==> src/hpfm_pkg.sv <==
package hpfm_pkg;

   // ***********************************************
   // Reset values and sizes
   // ***********************************************
   localparam logic DECODE_MUX_RST   = 1'b1;
   localparam logic DECODE_MATCH_RST = 1'b0;
   localparam logic CFG_SEEN_RST     = 1'b0;
   localparam logic DMA_CFG_RST      = 1'b0;
   localparam logic MATCH_RST        = 1'b0;
   localparam logic PIN_IDLE_RST     = 1'b1;
   localparam int   SYNC_STAGES      = 2;
   localparam int   COM_ADDR_W       = 7;

   // ***********************************************
   // Carriers
   // ***********************************************
   typedef struct packed {
      logic edge_pin_b3;    // Strobe pins to memory write and read strobes
      logic edge_pin_b2;    // Select pin to chain enable out
      logic dma_en_b2;      // DMA pins to bus grant and bus request
      logic port_b_en;      // Port B serial function enabled
      logic hcs_drive;      // Chip-select pin drives decoder result
   } hpfm_ctrl_type;

   typedef struct packed {
      logic match_en;       // Host port address match enable
      logic mux_en;         // Host port decode pin multiplexing
   } hpfm_decode_type;

endpackage : hpfm_pkg

==> src/hpfm_sync.sv <==
`timescale 1ns/10ps
`default_nettype none
module hpfm_sync #(
   parameter int   WIDTH = 1,
   parameter logic RST_V = 1'b1
) (
   input  wire logic             clk_i,
   input  wire logic             sys_rst_i,
   input  wire logic [WIDTH-1:0] async_i,
   output logic      [WIDTH-1:0] sync_o
);
   logic [WIDTH-1:0] meta_q;
   logic [WIDTH-1:0] meta_d;
   logic [WIDTH-1:0] sync_q;
   logic [WIDTH-1:0] sync_d;

   // First stage only feeds the second
   always_comb begin
      meta_d = async_i;
      sync_d = meta_q;
   end

   always_ff @(posedge clk_i) begin
      if (sys_rst_i) begin
         meta_q <= {WIDTH{RST_V}};
         sync_q <= {WIDTH{RST_V}};
      end else begin
         meta_q <= meta_d;
         sync_q <= sync_d;
      end
   end

   assign sync_o = sync_q;
endmodule : hpfm_sync
`default_nettype wire

==> src/hpfm_mux.sv <==
`timescale 1ns/10ps
`default_nettype none
module hpfm_mux
   import hpfm_pkg::*;
(
   input  wire logic                    clk_i,
   input  wire logic                    sys_rst_i,
   input  wire hpfm_pkg::hpfm_ctrl_type ctrl_i,
   input  wire logic                    decode_wr_i,
   input  wire hpfm_pkg::hpfm_decode_type decode_wdata_i,
   input  wire logic                    sys_cfg_wr_i,
   input  wire logic                    dma_cfg_wr_i,
   input  wire logic [6:0]              com_base_i,
   // Core side
   input  wire logic                    port_c_line_two_out_i,
   input  wire logic                    port_c_line_two_oe_i,
   output logic                         port_c_line_two_o,
   input  wire logic                    memory_write_strobe_n_i,
   input  wire logic                    memory_request_n_i,
   input  wire logic                    memory_read_strobe_n_i,
   input  wire logic                    io_select_one_n_i,
   input  wire logic                    chain_enable_out_i,
   input  wire logic                    refresh_cycle_n_i,
   output logic                         wait_n_o,
   output logic                         chain_enable_in_o,
   input  wire logic                    host_dma_request_one_i,
   input  wire logic                    bus_grant_n_i,
   output logic                         host_dma_ack_one_n_o,
   output logic                         bus_request_n_o,
   output logic                         serial0_carrier_detect_n_o,
   output logic                         serial0_clear_to_send_n_o,
   output logic                         serial0_receive_in_o,
   output logic                         host_read_n_o,
   output logic                         host_write_n_o,
   output logic                         com_match_o,
   // Pins
   input  wire logic                    pin_pc2_i,
   output logic                         pin_pc2_o,
   output logic                         pin_pc2_oe_o,
   output logic                         pin_memory_request_n_o,
   output logic                         pin_io_select_one_n_o,
   input  wire logic                    pin_ha3_i,
   output logic                         pin_ha3_o,
   output logic                         pin_ha3_oe_o,
   input  wire logic                    pin_ha4_i,
   input  wire logic                    pin_ha7_i,
   input  wire logic [3:0]              pin_ha_rest_i,
   output logic                         pin_host_dma_request_one_o,
   output logic                         pin_host_dma_request_one_oe_o,
   input  wire logic                    pin_host_dma_ack_one_n_i,
   input  wire logic                    pin_hrd_i,
   input  wire logic                    pin_hwr_i,
   input  wire logic                    pin_ha1_i,
   input  wire logic                    pin_hcs_i,
   output logic                         pin_hcs_o,
   output logic                         pin_hcs_oe_o
);
   import hpfm_pkg::*;

   // ***********************************************
   // Pin synchronisers
   // ***********************************************
   logic [13:0] raw;
   logic [13:0] syn;
   logic        s_pc2, s_ha3, s_ha4, s_ha7, s_host_dma_ack_one_n, s_hrd, s_hwr, s_ha1, s_hcs;
   logic [3:0]  s_rest;

   assign raw = {pin_pc2_i, pin_ha3_i, pin_ha4_i, pin_ha7_i, pin_host_dma_ack_one_n_i, pin_hrd_i,
                 pin_hwr_i, pin_ha1_i, pin_hcs_i, pin_ha_rest_i, 1'b1};

   hpfm_sync #(.WIDTH(14), .RST_V(PIN_IDLE_RST)) u_sync (
      .clk_i     (clk_i),
      .sys_rst_i (sys_rst_i),
      .async_i   (raw),
      .sync_o    (syn)
   );

   assign {s_pc2, s_ha3, s_ha4, s_ha7, s_host_dma_ack_one_n, s_hrd, s_hwr, s_ha1, s_hcs, s_rest} = syn[13:1];

   // ***********************************************
   // Control state
   // ***********************************************
   logic mux_en_q, mux_en_d, match_en_q, match_en_d;
   logic cfg_seen_q, cfg_seen_d, dma_cfg_q, dma_cfg_d;
   logic match_q, match_d;
   logic [6:0] com_addr;

   // Address bits 9,8,6,5 come from their own pins, 7,4,3 from shared pins
   assign com_addr = {s_rest[3], s_rest[2], s_ha7, s_rest[1], s_rest[0], s_ha4, s_ha3};

   always_comb begin
      mux_en_d   = mux_en_q;
      match_en_d = match_en_q;
      if (decode_wr_i) begin
         mux_en_d   = decode_wdata_i.mux_en;
         match_en_d = decode_wdata_i.match_en;
      end
      cfg_seen_d = cfg_seen_q | sys_cfg_wr_i;
      dma_cfg_d  = dma_cfg_q | dma_cfg_wr_i;
      // Without the shared address pins the compare would see core signals
      match_d    = match_en_q & mux_en_q & (com_addr == com_base_i);
   end

   always_ff @(posedge clk_i) begin
      if (sys_rst_i) begin
         mux_en_q   <= DECODE_MUX_RST;
         match_en_q <= DECODE_MATCH_RST;
         cfg_seen_q <= CFG_SEEN_RST;
         dma_cfg_q  <= DMA_CFG_RST;
         match_q    <= MATCH_RST;
      end else begin
         mux_en_q   <= mux_en_d;
         match_en_q <= match_en_d;
         cfg_seen_q <= cfg_seen_d;
         dma_cfg_q  <= dma_cfg_d;
         match_q    <= match_d;
      end
   end

   assign com_match_o = match_q;

   // ***********************************************
   // Pin selection
   // ***********************************************
   always_comb begin
      pin_pc2_o    = ctrl_i.edge_pin_b3 ? memory_write_strobe_n_i : port_c_line_two_out_i;
      pin_pc2_oe_o = ctrl_i.edge_pin_b3 | port_c_line_two_oe_i;
      pin_memory_request_n_o   = ctrl_i.edge_pin_b3 ? memory_read_strobe_n_i : memory_request_n_i;
      pin_io_select_one_n_o  = ctrl_i.edge_pin_b2 ? chain_enable_out_i : io_select_one_n_i;
      port_c_line_two_o = s_pc2;
      // Host address pins are inputs while mux_en_q is set, else HA3 drives refresh out
      pin_ha3_o         = refresh_cycle_n_i;
      pin_ha3_oe_o      = ~mux_en_q;
      wait_n_o          = mux_en_q ? 1'b1 : s_ha4;
      chain_enable_in_o = mux_en_q ? 1'b1 : s_ha7;
      pin_host_dma_request_one_o    = ctrl_i.dma_en_b2 ? bus_grant_n_i : host_dma_request_one_i;
      pin_host_dma_request_one_oe_o = dma_cfg_q;
      host_dma_ack_one_n_o = ctrl_i.dma_en_b2 ? 1'b1 : s_host_dma_ack_one_n;
      bus_request_n_o      = ctrl_i.dma_en_b2 ? s_host_dma_ack_one_n : 1'b1;
      // Idle-high levels keep the serial receiver quiet when port B is off
      serial0_carrier_detect_n_o = ctrl_i.port_b_en ? s_hrd : 1'b1;
      serial0_clear_to_send_n_o  = ctrl_i.port_b_en ? s_hwr : 1'b1;
      serial0_receive_in_o       = ctrl_i.port_b_en ? s_ha1 : 1'b1;
      pin_hcs_o    = ~match_q;
      pin_hcs_oe_o = ctrl_i.hcs_drive;
      // Chip select from the pin or from the decoder, gated until configured
      host_read_n_o  = ~(cfg_seen_q & ~s_hrd & (ctrl_i.hcs_drive ? match_q : ~s_hcs));
      host_write_n_o = ~(cfg_seen_q & ~s_hwr & (ctrl_i.hcs_drive ? match_q : ~s_hcs));
   end
endmodule : hpfm_mux
`default_nettype wire

==> config.mk <==
export PLATFORM = sky130hd
export DESIGN_NAME = hpfm_mux
export DESIGN_NICKNAME = d
export VERILOG_FILES = /design/src/hpfm_pkg.sv /design/src/hpfm_sync.sv /design/src/hpfm_mux.sv
export SDC_FILE = /design/constraint.sdc
export NUM_CORES = 1
export LEC_CHECK = 0
export BUFFER_PORTS_ARGS = -buffer_cell sky130_fd_sc_hd__buf_2
export CAP_MARGIN = 10
export CORE_UTILIZATION = 40
export CTS_CLUSTER_SIZE = 24
export DETAILED_ROUTE_END_ITERATION = 7
export PLACE_DENSITY = 0.78
export SLEW_MARGIN = 20
export SYNTH_ARGS = -nofsm -noshare
export SYNTH_HDL_FRONTEND = slang
export SYNTH_SLANG_ARGS = --single-unit
==> constraint.sdc <==
create_clock -name clk_i -period 1.2 [get_ports clk_i]
set_clock_uncertainty 0.1 [all_clocks]
set_input_delay 0.24 -clock clk_i [delete_from_list [all_inputs] [get_ports clk_i]]
set_output_delay 0.24 -clock clk_i [all_outputs]
set_load 0.005 [all_outputs]
# After elaboration in Yosys (flattened, before gate mapping)
# Cells that the tools add are included.
# totals
regBits	33
in_bits	42
# op_classes
n_eq_ne	1
n_mux	12
bitwise_logic	16
# op_table
op	n
2-to-1 mux 1 bit	12
equality test 7 bit	1
inverter 1 bit	7
bitwise AND 1 bit	6
bitwise OR 1 bit	3

# Longest topological paths before layout
# Gate-level depths: netlist of run 1.
# depth
ltp_word	4
ltp_mapped	4

# Modules after synthesis
# From an unflattened synthesis of run 1, not the netlist that was laid out.
# hier_totals
cells_unflattened	104
area_unflattened_um2	1137.3
# modules_own_cells
module	instances	cells_per_inst	area_each_um2	seq_area_each_um2
hpfm_sync	1	58	758.2	560.5
hpfm_mux	1	46	379.1	100.1

# Worst setup path after synthesis of run 1
# Ideal clock, no wire load.
# synth_path
kind	reg2out
start	register match_q, in the netlist com_match_o
end	output host_read_n_o
t_arrival_ns	0.801
required_ns	0.860
slack_ns	0.059
stages_incl_launch_ff	4
cell_sequence	dfxtp_1 > and2_1 > o21ai_0 > or2_2
# synth_between
elab_chain_cells	3
# synth_rtl
item	line	rtl
start, declared	hpfm_mux.sv:85	logic match_q, match_d;
start signal, assigned	hpfm_mux.sv:116	match_q <= match_d;
2-to-1 mux 1 bit	hpfm_mux.sv:147	host_read_n_o = ~(cfg_seen_q & ~s_hrd & (ctrl_i.hcs_drive ? match_q : ~s_hcs));
bitwise AND 1 bit	hpfm_mux.sv:147	
inverter 1 bit	hpfm_mux.sv:147	
end, declared	hpfm_mux.sv:33	output logic host_read_n_o,
# No other way between the ends.

# Final worst setup path of run 1
# layout_path
start	register match_q, in the netlist com_match_o
end	output host_write_n_o
# layout_between
elab_chain_cells	3
# layout_rtl
item	line	rtl
2-to-1 mux 1 bit	hpfm_mux.sv:148	host_write_n_o = ~(cfg_seen_q & ~s_hwr & (ctrl_i.hcs_drive ? match_q : ~s_hcs));
bitwise AND 1 bit	hpfm_mux.sv:148	
inverter 1 bit	hpfm_mux.sv:148	
end, declared	hpfm_mux.sv:34	output logic host_write_n_o,
# No other way between the ends.

==> flow_metrics.env, run 1 <==
export IMPL_status="finished with violations"
export IMPL_violations="setup timing"
export IMPL_crit_fanout=2
export IMPL_finalHoldViolCount=0
export IMPL_grt_ovfl_total=0
export IMPL_min_path_type="in -> reg"
export IMPL_slew_headroom_pct=88.16
export IMPL_clk_pin_slew_ps=90
export IMPL_drt_iter0_drc=5
export IMPL_critical_path_required_ps=860
export IMPL_cts_tree="built"
export IMPL_wire_per_inst_um=10.50
export IMPL_portBuffers=60
export IMPL_path_delay_family="simple AND/OR/NAND/NOR gates"
export IMPL_r2r_start="u_sync.sync_o[3]$_SDFF_PP1_"
export IMPL_grt_max_degree=14
export IMPL_area_delta_synth_final_pct=60.67
export IMPL_wl_um=2184
export IMPL_end_kind="output port"
export IMPL_start_util_pct=42.76
export IMPL_setup_viol=11
export IMPL_yosysWarnings=0
export IMPL_power_leakage_nw=0.8011
export IMPL_synth_seq_cells=31
export IMPL_fill_cells=204
export IMPL_critPathLaunchType="register"
export IMPL_dp_hpwl_um=1453
export IMPL_criticalPathCategory="reg -> out"
export IMPL_cpMaxStageDelayCell="dfxtp_2"
export IMPL_cts_root_buffer="clkbuf_4"
export IMPL_hold_end="u_sync.meta_q[11]$_SDFF_PP1_"
export IMPL_fin_crit_sh_pct=125.7
export IMPL_syn_nets=142
export IMPL_holdWs_ps=20.81
export IMPL_p_per_area_nw_per_um2=1076
export IMPL_core_area_um2=2522
export IMPL_cts_htree_levels=2
export IMPL_die_w_um=53.93
export IMPL_insertion_delay_ps=310
export IMPL_crit_chain="and2_4 > o21ai_2 > or2_4 > buf_6"
export IMPL_row_count=18
export IMPL_r2r_end="com_match_o$_SDFF_PP0_"
export IMPL_finalSetupTns_ps=-1123
export IMPL_vdd_ir_drop_max_mv=0.8004
export IMPL_clockBufferDepth=2
export IMPL_dieHeight_um=53.93
export IMPL_drv_slew=0
export IMPL_hold_depth=2
export IMPL_clock_sinks=31
export IMPL_cp_data_arrival_time_ps=1170
export IMPL_netlist_area_um2=1079
export IMPL_tightest_slew_ps=176.1
export IMPL_avgSynthCellArea_um2=10.79
export IMPL_rsz0062_at_grt="true"
export IMPL_vias_per_cell=4.245
export IMPL_ant_nets=0
export IMPL_finish_net_count=221
export IMPL_io_pins=63
export IMPL_diodes=0
export IMPL_drive_gt1_share_pct=70.22
export IMPL_syn_inst=100
export IMPL_fmax_mhz=663.1
export IMPL_hold_start="pin_ha4_i"
export IMPL_die_area_um2=2908
export IMPL_maxCapViolations=0
export IMPL_synth_cell_types=19
export IMPL_cts_buffers_inserted=5
export IMPL_grt_pass1_wl_um=3118
export IMPL_vias=883
export IMPL_antenna_found_initial=0
export IMPL_cp_num_buf_inv=1
export IMPL_critical_path_max_stage_delay_ps=340
export IMPL_seq_area_frac_synth_pct=57.54
export IMPL_drc=0
export IMPL_setup_ws_ps=-308.1
export IMPL_rr_worst_depth=3
export IMPL_grtUsageTotal_pct=16.06
export IMPL_min_period_ps=1508
export IMPL_gp_congestion=0.6616
export IMPL_rrSetupSlack_ps=140
export IMPL_drt_pass1_iter_count=2
export IMPL_grt_pass1_vias=771
[power by group]
group          internal (mW)  switching (mW)  leakage (nW)  total, mW
Clock                  0.208           0.296        0.0242      0.504
Sequential              1.08          0.0186         0.256       1.10
Combinational          0.174          0.0878         0.521      0.262
[synthesized netlist by cell type (all sizes together)]
library cell / instances / share of area (%)
or2: 32 / 19
dfxtp: 31 / 58
nor2: 6 / 2.1
xnor2: 5 / 4.1
mux2: 4 / 4.2
nand2b: 4 / 2.3
buf: 3 / 2.4
clkbuf: 2 / 0.70
inv: 2 / 0.70
nand4: 2 / 1.2
xor2: 2 / 1.6
and2: 1 / 0.58
clkinv: 1 / 0.46
mux2i: 1 / 0.93
nand2: 1 / 0.35
nor4: 1 / 1.2
o211ai: 1 / 0.70
o21ai: 1 / 0.46
[sequential cells by signal, indices dropped and copies added, names as in the netlist]
name                           count
u_sync.meta_q                     13
pin_host_dma_request_one_oe_o      1
match_en_q                         1
com_match_o                        1
cfg_seen_q                         1
mux_en_q                           1
u_sync.sync_o                     13
[per-stage QoR]
stage | cells | worst slack (ps) | utilization (%) | area [um^2] | total power [mW]
4_1_cts | 204 | -337.3 | 65.08 | 1642 | 1.854
3_3_place_gp | 187 | -59.38 | 55.90 | 1410 | 1.311
2_1_floorplan | 100 | 59.50 | - | 1079 | 1.213
3_5_place_dp | 187 | -99.02 | 55.90 | 1410 | 1.319
5_1_grt | 208 | -378.2 | 68.70 | 1733 | 1.972
6_report | 208 | -308.1 | 68.70 | 1733 | 1.864
[how the worst max path moves through the flow]
| stage | endpoint | startpoint | cells after the start |
|---|---|---|---|
| CTS | host_write_n_o | com_match_o$_SDFF_PP0_ | 4 |
| global route | host_read_n_o | com_match_o$_SDFF_PP0_ | 4 |
| detailed placement | host_write_n_o | ctrl_i[0] | 5 |
| floorplan | host_read_n_o | com_match_o$_SDFF_PP0_ | 3 |
| finish | host_write_n_o | com_match_o$_SDFF_PP0_ | 4 |
| global placement | host_read_n_o | ctrl_i[0] | 5 |
[layer usage]
| metal | up-vias | track usage (%) | share of wire (%) |
|---|---|---|---|
| met5 | - | 0 | 0 |
| met4 | 0 | 11.84 | 2.1 |
| met3 | 5 | 5.085 | 8.2 |
| met2 | 36 | 27.98 | 54 |
| met1 | 379 | 15.76 | 36 |
| li1 | 463 | - | - |
[placed cells by master (no fill, tap or decap), types with 5 or more instances in the layout]
cell and count:
nor2_1 5, dfxtp_1 24, dlygate4sd3_1 11, dfxtp_2 7, buf_6 13, or2_4 5
clkbuf_4 5, or2_2 27, xnor2_1 5, buf_2 48
[kinds of logic after synthesis]
kind of cell,Yosys count,share of synthesized area [%]
muxes,5,5.104
and+or+nand+nor,47,26.22
DFF,31,57.54
AOI/OAI and AO/OA,2,1.160
xor gates and xnor gates,7,5.685
buffers and inverters,8,4.292
[final cells by class]
type | instances | area [um^2] | share of cell area, %
sequential | 31 | 629.4 | 36.32
timing repair buffer | 77 | 546.8 | 31.55
multi-input combinational | 61 | 462.9 | 26.71
clock buffer | 6 | 41.29 | 2.383
tap | 30 | 37.54 | 2.166
inverter | 3 | 15.01 | 0.8664
[repair_timing]
item | CTS | global route
setup endpoints to repair | 10 | 11
hold buffers | 9 | 2
buffers inserted | 2 | 2
resized for setup | 23 | 13
endpoints found under the hold margin | 9 | 2
pin swaps | 3 | 0
Power figures use the tool's default switching activity.
==> run 2, diff against run 1 <==
Settings changed: CORE_UTILIZATION 40 to 29, PLACE_DENSITY 0.78 to 0.6, SYNTH_HIERARCHICAL set to 1.
==> run 2 against run 1 <==
Against the previous run: the run still ends with setup timing left; setup slack gained 42 ps; largest power group unchanged; final area shrank 5.9%; combinational power shrank 18%; fmax grew 2.9%; core utilization shrank 21 points; critical path type unchanged; die area grew 37%; sequential power is essentially flat; flip-flop and latch count is the same; synthesized cell count shrank 1.0%; clock-buffer cell count grew 1.
==> flow_metrics.env, run 2 <==
export IMPL_avgSynthCellArea_um2=10.92
export IMPL_cts_root_buffer="clkbuf_8"
export IMPL_setup_viol=6
export IMPL_fin_crit_sh_pct=122.1
export IMPL_antenna_found_initial=0
export IMPL_min_period_ps=1466
export IMPL_ant_nets=0
export IMPL_finalHoldViolCount=0
export IMPL_violations="setup timing"
export IMPL_finish_net_count=209
export IMPL_finalPower_mw=2.063
export IMPL_power_leakage_nw=0.7363
export IMPL_clockBufferDepth=2
export IMPL_yosysWarnings=6
export IMPL_die_area_um2=3976
export IMPL_crit_fanout=2
export IMPL_clock_sinks=31
export IMPL_area_delta_synth_final_pct=50.81
export IMPL_wl_um=2221
export IMPL_drive_gt1_share_pct=57.14
export IMPL_vdd_ir_drop_max_mv=0.5501
export IMPL_vias=852
export IMPL_critical_path_required_ps=860
export IMPL_dp_hpwl_um=1669
export IMPL_setup_ws_ps=-265.7
export IMPL_syn_inst=99
export IMPL_slew_headroom_pct=86.64
export IMPL_syn_nets=141
export IMPL_finalSetupTns_ps=-779.0
export IMPL_p_per_area_nw_per_um2=1266
export IMPL_gp_congestion=0.7541
export IMPL_maxCapViolations=0
export IMPL_io_pins=63
export IMPL_critPathLaunchType="register"
export IMPL_path_delay_family="simple AND/OR/NAND/NOR gates"
export IMPL_status="finished with violations"
export IMPL_cts_htree_levels=2
export IMPL_crit_chain="nor2_1 > o21ai_2 > or2_4 > buf_6"
export IMPL_fill_cells=355
export IMPL_drc=0
export IMPL_grt_pass1_wl_um=3663
export IMPL_core_area_um2=3442
export IMPL_cpMaxStageDelayCell="dfxtp_1"
export IMPL_row_count=21
export IMPL_min_path_type="in -> reg"
export IMPL_cp_num_buf_inv=1
export IMPL_wire_per_inst_um=10.38
export IMPL_mostFrequentLayoutCell="buf_2"
export IMPL_drt_iter0_drc=8
export IMPL_clk_pin_slew_ps=60
export IMPL_drt_pass1_iter_count=4
export IMPL_grtUsageTotal_pct=12.43
export IMPL_layout_common_cells="buf_2, or2_1, dfxtp_1"
export IMPL_insertion_delay_ps=270
export IMPL_cts_tree="built"
export IMPL_diodes=0
export IMPL_grt_ovfl_total=0
export IMPL_start_util_pct=31.41
export IMPL_grt_max_degree=17
export IMPL_grt_pass1_vias=893
export IMPL_tightest_slew_ps=198.8
export IMPL_fmax_mhz=682.2
export IMPL_end_kind="output port"
export IMPL_cp_data_arrival_time_ps=1130
export IMPL_criticalPathCategory="reg -> out"
export IMPL_vias_per_cell=3.981
export IMPL_critical_path_max_stage_delay_ps=300
export IMPL_dieHeight_um=63.06
export IMPL_netlist_area_um2=1081
export IMPL_cts_buffers_inserted=5
export IMPL_die_w_um=63.06
export IMPL_drv_slew=0
export IMPL_portBuffers=60
export IMPL_rsz0062_at_grt="true"
[run 2: layout make-up]
cell class / instances / area (um^2) / area share (%)
clock buffer: 7 / 76.32 / 4.682
clock inverter: 1 / 5.005 / 0.3070
inverter: 3 / 11.26 / 0.6907
multi-input combinational: 61 / 452.9 / 27.78
sequential: 31 / 629.4 / 38.60
tap: 46 / 57.56 / 3.530
timing repair buffer: 65 / 397.9 / 24.41
[run 2: routing by layer]
layer	part of all wire [%]	wire length, um	track usage [%]	vias to the layer above
li1	-	-	-	439
met1	35	783	11.51	371
met2	54	1193	21.51	38
met3	8.8	196	5.435	4
met4	2.1	47	9.012	0
met5	0	0	0	-
[run 2: per-stage QoR]
stage	instance area, um^2	worst slack [ps]	hold slack [ps]	util [%]	cells
detailed placement	1424	-88.72	288.6	41.37	204
floorplan	1081	59.50	212.4	-	99
CTS	1572	-273.4	24.86	45.66	214
finish	1630	-265.7	38.70	47.36	214
global route	1630	-331.5	29.65	47.36	214
global placement	1424	-81.44	286.5	41.37	204
[run 2: what timing repair did]
| action | CTS | global route |
|---|---|---|
| gates resized for setup | 17 | 13 |
| hold buffers | 0 | 0 |
| setup endpoints to repair | 5 | 10 |
| setup buffers | 2 | 0 |
| pin swaps | 3 | 1 |
[run 2: final timing paths]
| path | start | end | slack [ps] | depth (start not counted) |
|---|---|---|---|---|
| worst min register to register | u_sync/meta_q[13]$_SDFF_PP1_ | u_sync/sync_o[13]$_SDFF_PP1_ | 290 | 1 |
| worst max register to register | u_sync/sync_o[3]$_SDFF_PP1_ | com_match_o$_SDFF_PP0_ | 140 | 3 |
| worst max-delay path | u_sync/sync_o[5]$_SDFF_PP1_ | host_read_n_o | -270 | 4 |
| worst min-delay path | pin_host_dma_ack_one_n_i | u_sync/meta_q[9]$_SDFF_PP1_ | 40 | 2 |
[run 2: power by group]
group	internal, mW	switching, mW	leakage, nW
Combinational	0.135	0.0795	0.438
Sequential	1.08	0.0181	0.256
Clock	0.405	0.344	0.0422
